## src/rsc_pkg.sv

```systemverilog
// constants of the start-up and calibration configuration block
// assumes a single clock derived from the crystal oscillator
package rsc_pkg;

   // register map
   localparam logic [5:0] MAIN_SM_CFG0_ADDR  = 6'h18;
   localparam logic [7:0] MAIN_SM_CFG0_RESET = 8'h04;

   // field layout of the configuration register
   localparam int AUTOCAL_MSB   = 5;
   localparam int AUTOCAL_LSB   = 4;
   localparam int PO_EXP_MSB    = 3;
   localparam int PO_EXP_LSB    = 2;
   localparam int TUNE_BIT      = 1;
   localparam int KEEP_OSC_BIT  = 0;
   localparam int CFG_BITS      = 6;

   // automatic calibration modes
   localparam logic [1:0] CAL_NEVER       = 2'h0;
   localparam logic [1:0] CAL_IDLE_TO_RX  = 2'h1;
   localparam logic [1:0] CAL_RX_TO_IDLE  = 2'h2;
   localparam logic [1:0] CAL_EVERY_FOURTH = 2'h3;
   localparam logic [1:0] FOURTH_RETURN   = 2'h3;

   // expiry counts selected by the power-on expiry field
   localparam int EXP_CNT_W = 9;
   localparam logic [8:0] EXP_CODE0 = 9'h001;
   localparam logic [8:0] EXP_CODE1 = 9'h010;
   localparam logic [8:0] EXP_CODE2 = 9'h040;
   localparam logic [8:0] EXP_CODE3 = 9'h100;

   // width of the ripple counter
   localparam int RIPPLE_BITS = 6;

   typedef enum logic [1:0] {
      ST_OSC_WAIT,
      ST_COUNTING,
      ST_READY
   } rsc_start_e;

endpackage

```

## src/rsc_tick_if.sv

```systemverilog
// carrier between the start-up sequencer and its ripple counter
// assumes both ends share clk_sys
`timescale 1ns/10ps
interface rsc_tick_if;
   logic run;     // counter advances while high, clears when low
   logic expire;  // one-cycle pulse each time the counter wraps

   modport sequencer (output run, input expire);
   modport counter   (input run, output expire);
endinterface

```

## src/rsc_startup_config.sv

```systemverilog
// start-up wait and automatic calibration configuration
// assumes register accesses come already decoded from the serial port
// and that clk_sys is the crystal clock
`timescale 1ns/10ps
module rsc_startup_config (
   input  wire logic       clk_sys,
   input  wire logic       rst_b,
   input  wire logic [5:0] regAddr,
   input  wire logic       regWrEn,
   input  wire logic [7:0] regWrData,
   input  wire logic       regRdEn,
   output logic      [7:0] regRdData,
   input  wire logic       oscRunning,
   input  wire logic       enterRx,
   input  wire logic       autoRxToIdle,
   input  wire logic       calibrateStrobe,
   input  wire logic       sleepState,
   output logic            calibrateReq,
   output logic            chipReadyLow,
   output logic            oscSettledFlag,
   output logic            keepOscOn
);
   rsc_tick_if tick ();

   rsc_ripple_timer #(
      .CNT_BITS (rsc_pkg::RIPPLE_BITS)
   ) u_ripple (
      .clk_sys (clk_sys),
      .rst_b   (rst_b),
      .tick    (tick)
   );

   // expiry count for a power-on expiry code, used by logic and checks
   function automatic logic [8:0] expiryTarget(input logic [1:0] code);
      case (code)
         2'h0:    expiryTarget = rsc_pkg::EXP_CODE0;
         2'h1:    expiryTarget = rsc_pkg::EXP_CODE1;
         2'h2:    expiryTarget = rsc_pkg::EXP_CODE2;
         default: expiryTarget = rsc_pkg::EXP_CODE3;
      endcase
   endfunction

   // configuration register
   logic [rsc_pkg::CFG_BITS-1:0] cfg_reg;
   logic [rsc_pkg::CFG_BITS-1:0] cfg_next;
   logic [7:0]                   rdData_reg;
   logic [7:0]                   rdData_next;
   logic [1:0]                   autoCalSel;
   logic [1:0]                   powerOnExpirySel;
   logic                         keepOscInSleep;

   assign autoCalSel       = cfg_reg[rsc_pkg::AUTOCAL_MSB:rsc_pkg::AUTOCAL_LSB];
   assign powerOnExpirySel = cfg_reg[rsc_pkg::PO_EXP_MSB:rsc_pkg::PO_EXP_LSB];
   assign keepOscInSleep   = cfg_reg[rsc_pkg::KEEP_OSC_BIT];

   // unused upper bits read as zero; other addresses read zero too
   always_comb begin
      cfg_next    = cfg_reg;
      rdData_next = 8'h00;
      if (regWrEn && regAddr == rsc_pkg::MAIN_SM_CFG0_ADDR) begin
         cfg_next = regWrData[rsc_pkg::CFG_BITS-1:0];
      end
      if (regRdEn && regAddr == rsc_pkg::MAIN_SM_CFG0_ADDR) begin
         rdData_next = {2'h0, cfg_reg};
      end
   end

   always_ff @(posedge clk_sys or negedge rst_b) begin
      if (!rst_b) begin
         cfg_reg    <= rsc_pkg::MAIN_SM_CFG0_RESET[rsc_pkg::CFG_BITS-1:0];
         rdData_reg <= 8'h00;
      end else begin
         cfg_reg    <= cfg_next;
         rdData_reg <= rdData_next;
      end
   end

   assign regRdData = rdData_reg;

   // automatic calibration
   logic [1:0] returnCnt_reg;
   logic [1:0] returnCnt_next;
   logic       calReq_reg;
   logic       calReq_next;

   // manual strobe always works; automatic modes add their own trigger
   always_comb begin
      returnCnt_next = returnCnt_reg;
      calReq_next    = calibrateStrobe;
      case (autoCalSel)
         rsc_pkg::CAL_NEVER: begin
            returnCnt_next = 2'h0;
         end
         rsc_pkg::CAL_IDLE_TO_RX: begin
            if (enterRx) calReq_next = 1'b1;
         end
         rsc_pkg::CAL_RX_TO_IDLE: begin
            if (autoRxToIdle) calReq_next = 1'b1;
         end
         rsc_pkg::CAL_EVERY_FOURTH: begin
            if (autoRxToIdle) begin
               returnCnt_next = returnCnt_reg + 2'h1;
               if (returnCnt_reg == rsc_pkg::FOURTH_RETURN) calReq_next = 1'b1;
            end
         end
         default: begin
            returnCnt_next = 2'h0;
         end
      endcase
   end

   always_ff @(posedge clk_sys or negedge rst_b) begin
      if (!rst_b) begin
         returnCnt_reg <= 2'h0;
         calReq_reg    <= 1'b0;
      end else begin
         returnCnt_reg <= returnCnt_next;
         calReq_reg    <= calReq_next;
      end
   end

   assign calibrateReq = calReq_reg;

   // start-up wait
   rsc_pkg::rsc_start_e state_reg;
   rsc_pkg::rsc_start_e state_next;
   logic [8:0]          expCnt_reg;
   logic [8:0]          expCnt_next;
   logic                run_reg;
   logic                run_next;
   logic                readyLow_reg;
   logic                readyLow_next;
   logic                settled_reg;
   logic                settled_next;

   // expirations are counted in crystal cycles, so the delay scales with it
   always_comb begin
      state_next  = state_reg;
      expCnt_next = expCnt_reg;
      run_next    = 1'b0;
      case (state_reg)
         rsc_pkg::ST_OSC_WAIT: begin
            expCnt_next = 9'h000;
            if (oscRunning) begin
               state_next = rsc_pkg::ST_COUNTING;
               run_next   = 1'b1;
            end
         end
         rsc_pkg::ST_COUNTING: begin
            run_next = 1'b1;
            if (!oscRunning) begin
               state_next = rsc_pkg::ST_OSC_WAIT;
               run_next   = 1'b0;
            end else if (tick.expire) begin
               expCnt_next = expCnt_reg + 9'h001;
               if (expCnt_next == expiryTarget(powerOnExpirySel)) begin
                  state_next = rsc_pkg::ST_READY;
                  run_next   = 1'b0;
               end
            end
         end
         rsc_pkg::ST_READY: begin
            if (!oscRunning) state_next = rsc_pkg::ST_OSC_WAIT;
         end
         default: begin
            state_next = rsc_pkg::ST_OSC_WAIT;
         end
      endcase
      // both flags follow one state, so they can never drift apart
      readyLow_next = (state_next != rsc_pkg::ST_READY);
      settled_next  = (state_next == rsc_pkg::ST_READY);
   end

   always_ff @(posedge clk_sys or negedge rst_b) begin
      if (!rst_b) begin
         state_reg    <= rsc_pkg::ST_OSC_WAIT;
         expCnt_reg   <= 9'h000;
         run_reg      <= 1'b0;
         readyLow_reg <= 1'b1;
         settled_reg  <= 1'b0;
      end else begin
         state_reg    <= state_next;
         expCnt_reg   <= expCnt_next;
         run_reg      <= run_next;
         readyLow_reg <= readyLow_next;
         settled_reg  <= settled_next;
      end
   end

   assign tick.run       = run_reg;
   assign chipReadyLow   = readyLow_reg;
   assign oscSettledFlag = settled_reg;

   // oscillator hold in sleep
   logic keepOsc_reg;
   logic keepOsc_next;

   // outside sleep the oscillator is always wanted
   always_comb begin
      keepOsc_next = !sleepState || keepOscInSleep;
   end

   always_ff @(posedge clk_sys or negedge rst_b) begin
      if (!rst_b) begin
         keepOsc_reg <= 1'b1;
      end else begin
         keepOsc_reg <= keepOsc_next;
      end
   end

   assign keepOscOn = keepOsc_reg;
endmodule

```

## src/rsc_ripple_timer.sv

```systemverilog
// run-gated counter that pulses once per full wrap
// assumes run is registered by the sequencer
`timescale 1ns/10ps
module rsc_ripple_timer #(
   parameter int CNT_BITS = rsc_pkg::RIPPLE_BITS
) (
   input  wire logic     clk_sys,
   input  wire logic     rst_b,
   rsc_tick_if.counter   tick
);
   localparam logic [CNT_BITS-1:0] CNT_MAX = {CNT_BITS{1'b1}};

   logic [CNT_BITS-1:0] cnt_reg;
   logic [CNT_BITS-1:0] cnt_next;
   logic                expire_reg;
   logic                expire_next;

   // a one-bit counter would leave an empty replication in the increment
   if (CNT_BITS < 2 || CNT_BITS > 16) begin : g_bad_width
      $error("ripple counter width out of range");
   end

   // counter clears while idle so every wait starts from a full period
   always_comb begin
      cnt_next    = '0;
      expire_next = 1'b0;
      if (tick.run) begin
         cnt_next    = cnt_reg + {{(CNT_BITS-1){1'b0}}, 1'b1};
         expire_next = (cnt_reg == CNT_MAX);
      end
   end

   always_ff @(posedge clk_sys or negedge rst_b) begin
      if (!rst_b) begin
         cnt_reg    <= '0;
         expire_reg <= 1'b0;
      end else begin
         cnt_reg    <= cnt_next;
         expire_reg <= expire_next;
      end
   end

   assign tick.expire = expire_reg;

   // wrap check written for the default six-bit period of 64 cycles
   if (CNT_BITS == rsc_pkg::RIPPLE_BITS) begin : g_wrap_chk

   end
endmodule

```

## config.mk

```make
export PLATFORM = sky130hd
export DESIGN_NAME = rsc_startup_config
export DESIGN_NICKNAME = d
export VERILOG_FILES = /design/src/rsc_pkg.sv /design/src/rsc_tick_if.sv /design/src/rsc_startup_config.sv /design/src/rsc_ripple_timer.sv
export SDC_FILE = /design/constraint.sdc
export NUM_CORES = 1
export LEC_CHECK = 0
export CORE_ASPECT_RATIO = 1.2
export CORE_MARGIN = 3
export CORE_UTILIZATION = 30
export DETAILED_ROUTE_END_ITERATION = 6
export DONT_BUFFER_PORTS = 1
export PLACE_DENSITY = 0.47
export SKIP_CTS_REPAIR_TIMING = 1
export SYNTH_ARGS = -nofsm -noshare
export SYNTH_HDL_FRONTEND = slang
export SYNTH_HIERARCHICAL = 1
export SYNTH_SLANG_ARGS = --single-unit
```

## constraint.sdc

```tcl
create_clock -name clk_sys -period 2.6 [get_ports clk_sys]
set_input_delay 0.26 -clock clk_sys [delete_from_list [all_inputs] [get_ports clk_sys]]
set_output_delay 0.26 -clock clk_sys [all_outputs]
set_load 0.05 [all_outputs]
```

# After elaboration in Yosys (flattened, before gate mapping)
# Cells that the tools add are included.
[word_totals] out_inout_bits=12 register_bits=39 in_bits=23 wordCells=70
[classes] reduce_logical=11 eq_ne=16 n_mux=28 n_addsub=3
[ops] cell="$mux W9" count=5
[ops] cell="$pmux W9 S3" count=1
[ops] cell="$pmux W9 S2" count=1
[ops] cell="$eq A2 B2 Y1 const B" count=6
[ops] cell="$mux W2" count=6
[ops] cell="$mux W6" count=2
[ops] cell="$add A9 B1 Y9 const B" count=1
[ops] cell="$eq A9 B9 Y1" count=1
[ops] cell="$mux W1" count=9
[ops] cell="$add A6 B1 Y6 const B" count=1
[ops] cell="$eq A2 B1 Y1 const B" count=3
[ops] cell="$eq A6 B5 Y1 const B" count=1
[ops] cell="$eq A6 B6 Y1 const B" count=1
[ops] cell="$logic_not A2 Y1" count=3
[ops] cell="$ne A2 B2 Y1 const B" count=3
[ops] cell="$pmux W2 S3" count=1
[ops] cell="$pmux W2 S2" count=1
[ops] cell="$reduce_bool A2 Y1" count=2
[ops] cell="$pmux W1 S3" count=1
[ops] cell="$reduce_and A3 Y1" count=1
[ops] cell="$add A2 B1 Y2 const B" count=1
[ops] cell="$logic_and A1 B1 Y1" count=2
[ops] cell="$ne A2 B1 Y1 const B" count=1
[ops] cell="$pmux W1 S2" count=1
[ops] cell="other kinds (3)" count=3

# Logic depth before layout (Yosys ltp)
[logic_depth] ltp_word=11 depth_mapped=6 ltp_nobuf=6

# Cells and area by module
# The synthesis kept the hierarchy.
[by_module_without_submodules] module="rsc_startup_config" cells_each=136 area_each_um2=1501.4 instances=1 seq_area_each_um2=754.5
[by_module_without_submodules] module="rsc_ripple_timer" cells_each=25 area_each_um2=295.3 instances=1 seq_area_each_um2=175.2

# Worst setup path before layout
# No wires, ideal clock.
[synth_timing] path_type="reg2reg" from="register expCnt_reg[0]" to="register settled_reg, in the netlist oscSettledFlag" required_ns=2.480 synth_period_minus_slack_ns=1.658 arrival_time_ns=1.538 stages_incl_launch_ff=7 n_path_buf=0 setup_slack_ns=0.942 setup_time_ns=0.120 cell_sequence="dfrtp_1 ha_1 nand2_1 nor2_2 xnor2_1 mux2_4 a41o_1"
[synth_via] elab_chain_cells=7
[synth_lines] item="start: declaration" line="rsc_startup_config.sv:127" text="logic [8:0] expCnt_reg;"
[synth_lines] item="start signal: assignment" line="rsc_startup_config.sv:183" text="expCnt_reg <= expCnt_next;"
[synth_lines] item="$add A9 B1 Y9" line="rsc_startup_config.sv:155" text="expCnt_next = expCnt_reg + 9'h001;"
[synth_lines] item="$eq A9 B9 Y1" line="rsc_startup_config.sv:156" text="if (expCnt_next == expiryTarget(powerOnExpirySel)) begin"
[synth_lines] item="$mux W2" line="rsc_startup_config.sv:156"
[synth_lines] item="$mux W2" line="rsc_startup_config.sv:154" text="end else if (tick.expire) begin"
[synth_lines] item="$mux W2" line="rsc_startup_config.sv:151" text="if (!oscRunning) begin"
[synth_lines] item="$pmux W2 S3" line="rsc_startup_config.sv:141" text="case (state_reg)"
[synth_lines] item="$eq A2 B2 Y1" line="rsc_startup_config.sv:171" text="settled_next = (state_next == rsc_pkg::ST_READY);"
[synth_lines] item="net settled_next" line="rsc_startup_config.sv:134" text="logic settled_next;"
[synth_lines] item="end signal: assignment" line="rsc_startup_config.sv:186" text="settled_reg <= settled_next;"
[synth_lines] item="end: declaration" line="rsc_startup_config.sv:133" text="logic settled_reg;"
# The timed path passes the listed nets, and every way through them passes these cells.
# A chain may end at the register's enable or synchronous reset.

# Final worst setup path
[layout_timing] from="register expCnt_reg[0]" to="register state_reg[1]"
[layout_via] elab_chain_cells=6
[layout_lines] item="$add A9 B1 Y9" line="rsc_startup_config.sv:155"
[layout_lines] item="$eq A9 B9 Y1" line="rsc_startup_config.sv:156"
[layout_lines] item="$mux W2" line="rsc_startup_config.sv:156"
[layout_lines] item="$mux W2" line="rsc_startup_config.sv:154"
[layout_lines] item="$mux W2" line="rsc_startup_config.sv:151"
[layout_lines] item="$pmux W2 S3" line="rsc_startup_config.sv:141"
[layout_lines] item="net state_next[1]" line="rsc_startup_config.sv:126" text="rsc_pkg::rsc_start_e state_next;"
[layout_lines] item="end signal: assignment" line="rsc_startup_config.sv:176" text="state_reg <= rsc_pkg::ST_OSC_WAIT;"
[layout_lines] item="end signal: assignment" line="rsc_startup_config.sv:182" text="state_reg <= state_next;"
[layout_lines] item="end: declaration" line="rsc_startup_config.sv:125" text="rsc_pkg::rsc_start_e state_reg;"
# The timed path passes the listed nets, and every way through them passes these cells.

==> flow_metrics.tcl <==
set metrics [dict create \
    r2r_cells 6 \
    gp_congestion 0.811 \
    cap_violations 0 \
    fmax_mhz 557 \
    max-slew-margin-rel_pct 64.5 \
    grt_use_met1_pct 13.0 \
    cts.reportedPaths.clkPinSlew_ps 70 \
    die_y_um 90.8 \
    p_int_uw 962 \
    cts_buffer_depth 2 \
    cts.htree.levels 2 \
    drc 0 \
    syn2layout_area_growth_pct 13.9 \
    final_cell_mix "34 x dfrtp_1, 16 x nand2_1, 12 x o21ai_0" \
    hold_viol_final 0 \
    grt_max_degree 38 \
    slew_violations 0 \
    p_seq_share_pct 51.1 \
    final_common_cell "dfrtp_1" \
    hpwl_um 2430 \
    crit_type "reg2reg" \
    viasPerCell 4.68 \
    vias 1171 \
    largest_reg_flops 9 \
    drt_iter0_markers 50 \
    die_area_um2 6960 \
    timing.hold.ws_ps 120 \
    use_met3_pct 4.99 \
    drive_gt1_share_pct 15.9 \
    netSwitchingFraction_pct 23.2 \
    ir_drop_uv 390 \
    grtUsageTotal_pct 10.4 \
    power_density_nw_per_um2 612 \
    drt-total-wl_um 3350 \
    pin_count 35 \
    antenna_found_initial 0 \
    fp.dieW_um 76.6 \
    min_path_type "in2reg" \
    detail_route.first_pass.iterations 4 \
    busiest_layer "met2" \
    crit_required_ps 2770 \
    skew_ps 3.72 \
    syn-instance-count 161 \
    ant_nets 0 \
    clk_latency_ps 280 \
    clock-sinks 37 \
    grt_util_met2_pct 15.5 \
    startpoint_type "flip-flop" \
    yosysSeqAreaShare_pct 51.7 \
    holdPathStages 1 \
    io_buffers 0 \
    grt_pass1_vias 1145 \
    layout.nets 198 \
    fillers 575 \
    rows 30 \
    wl_per_cell_um 13.4 \
    p_switching_uw 290 \
    rsz0062_at_grt "no" \
    status "complete, no violations" \
    finalCritPeriodShare_pct 69.1 \
    worst_pin_slew_ps 531 \
    core_area_um2 5740 \
    pwr-share-comb_pct 8.0 \
    grt_pass1_wl_um 5710 \
    cp-end-kind "flip-flop" \
    grt_overflow 0 \
    synth_cell_types 37 \
    critPathMaxFanout 5 \
    leakage_nw 0.915 \
    synth-seq-cells 37 \
    synth_area_um2 1800 \
    yosys_warnings 6 \
    cts_tree "yes" \
    avgSynthCellArea_um2 11.2 \
    start_util_pct 31.3 \
    diodes 0 \
    period_minus_slack_ps 1800 \
    critical_path_arrival_ps 1970 \
    finalSetupViolCount 0 \
    clkPwrFrac_pct 40.9 \
    numCtsBuffers 5 \
    tns_ps 0 \
    cts_root_buf "clkbuf_8" \
]
-- synthesized netlist by cell type --
master     count  area share (%)
mux2_4         1            0.84
a21oi_1        1            0.28
or4b_1         1            0.56
nor3_2         2             1.1
nor2_2         2            0.70
xor2_1         5             2.4
inv_1          4            0.84
dfstp_2        3             4.4
o41ai_1        1            0.49
and2_1         5             1.7
and2b_1        1            0.42
o31ai_1        3             1.3
and3_1         6             2.1
xnor2_1        8             3.9
nand2b_1       5             1.7
a22o_1         2            0.98
clkbuf_1       1            0.21
a41o_1         2             1.1
a41oi_1        3             1.5
a32oi_1        1            0.49
nand3_2        3             1.7
nor3_1         1            0.28
nand2_1       16             3.3
o21ai_0       12             3.3
and4_1         2            0.98
nor2_1         9             1.9
nand3_1        3            0.84
nor2b_1        3             1.0
mux2_2         8             5.0
dfrtp_1       34              47
mux2i_1        1            0.56
o21bai_1       1            0.42
buf_4          2            0.84
ha_1           6             4.2
conb_1         1            0.21
nand4bb_1      1            0.63
a21o_1         1            0.42
-- worst paths after layout --
check	from	slack (ps)	endpoint
hold / removal	regWrData[0]	120	cfg_reg[0]
min in group asynchronous	rst_b	460	state_reg[1]
setup reg to reg	expCnt_reg[0]	800	state_reg[1]
setup / recovery	expCnt_reg[0]	800	state_reg[1]
max in group asynchronous	rst_b	1890	keepOscOn
hold reg to reg	cfg_reg[0]	480	keepOscOn
-- routing by layer --
layer / wire length [um] / share of wire, %
met1: 1450 / 43
met2: 1670 / 50
met3: 193 / 5.8
met4: 38 / 1.1
met5: 0 / 0
-- logic make-up (layout without fill, tap and decap cells) --
logic type      count (synthesis)  after routing  synth area share [%]
buf+inv                         7             15                  1.88
other cells                     1              2                 0.209
fa+ha+maj                       6              6                  4.18
xor+xnor                       13             13                  6.34
flops                          37             37                  51.7
compound gates                 27             27                  10.2
simple gates                   60             60                  19.0
mux                            10             10                  6.41
-- stage by stage --
| step | utilization, % | cells | setup slack (ps) | area [um2] | power [mW] |
|---|---|---|---|---|---|
| final | 35.6 | 250 | 804 | 2050 | 1.25 |
| after global routing | 35.6 | 250 | 680 | 2050 | 1.32 |
| after CTS | 34.8 | 247 | 820 | 2000 | 1.25 |
| after detailed placement | 32.8 | 239 | 829 | 1880 | 0.734 |
| after global placement | 32.8 | 239 | 833 | 1880 | 0.730 |
| after floorplan | - | 162 | 942 | 1800 | 0.718 |
-- layout make-up --
class / instances / area [um2] / share of cell area (%)
Timing Repair Buffer: 3 / 47.5 / 2.32
Sequential cell: 37 / 930 / 45.4
Inverter: 4 / 15.0 / 0.734
Multi-Input combinational cell: 118 / 837 / 40.9
Clock inverter: 1 / 30.0 / 1.47
Tap cell: 80 / 100 / 4.89
Clock buffer: 7 / 86.3 / 4.22
-- worst max-delay path: stages, from the launching register on --
cell and delay, ps:
dfrtp_1 430, ha_1 280, nand2_1 150, nor2_2 140, xnor2_1 150, mux2_4 350, a41o_1 190
-- power by group through the flow --
stage,Clock [mW],Sequential [mW],Combinational (mW)
detailed placement,0,0.651,0.0830
global placement,0,0.651,0.0796
finish,0.512,0.639,0.101
global route,0.563,0.643,0.116
floorplan,0,0.645,0.0731
CTS,0.528,0.640,0.0836
(Power assumes the default switching activity.)
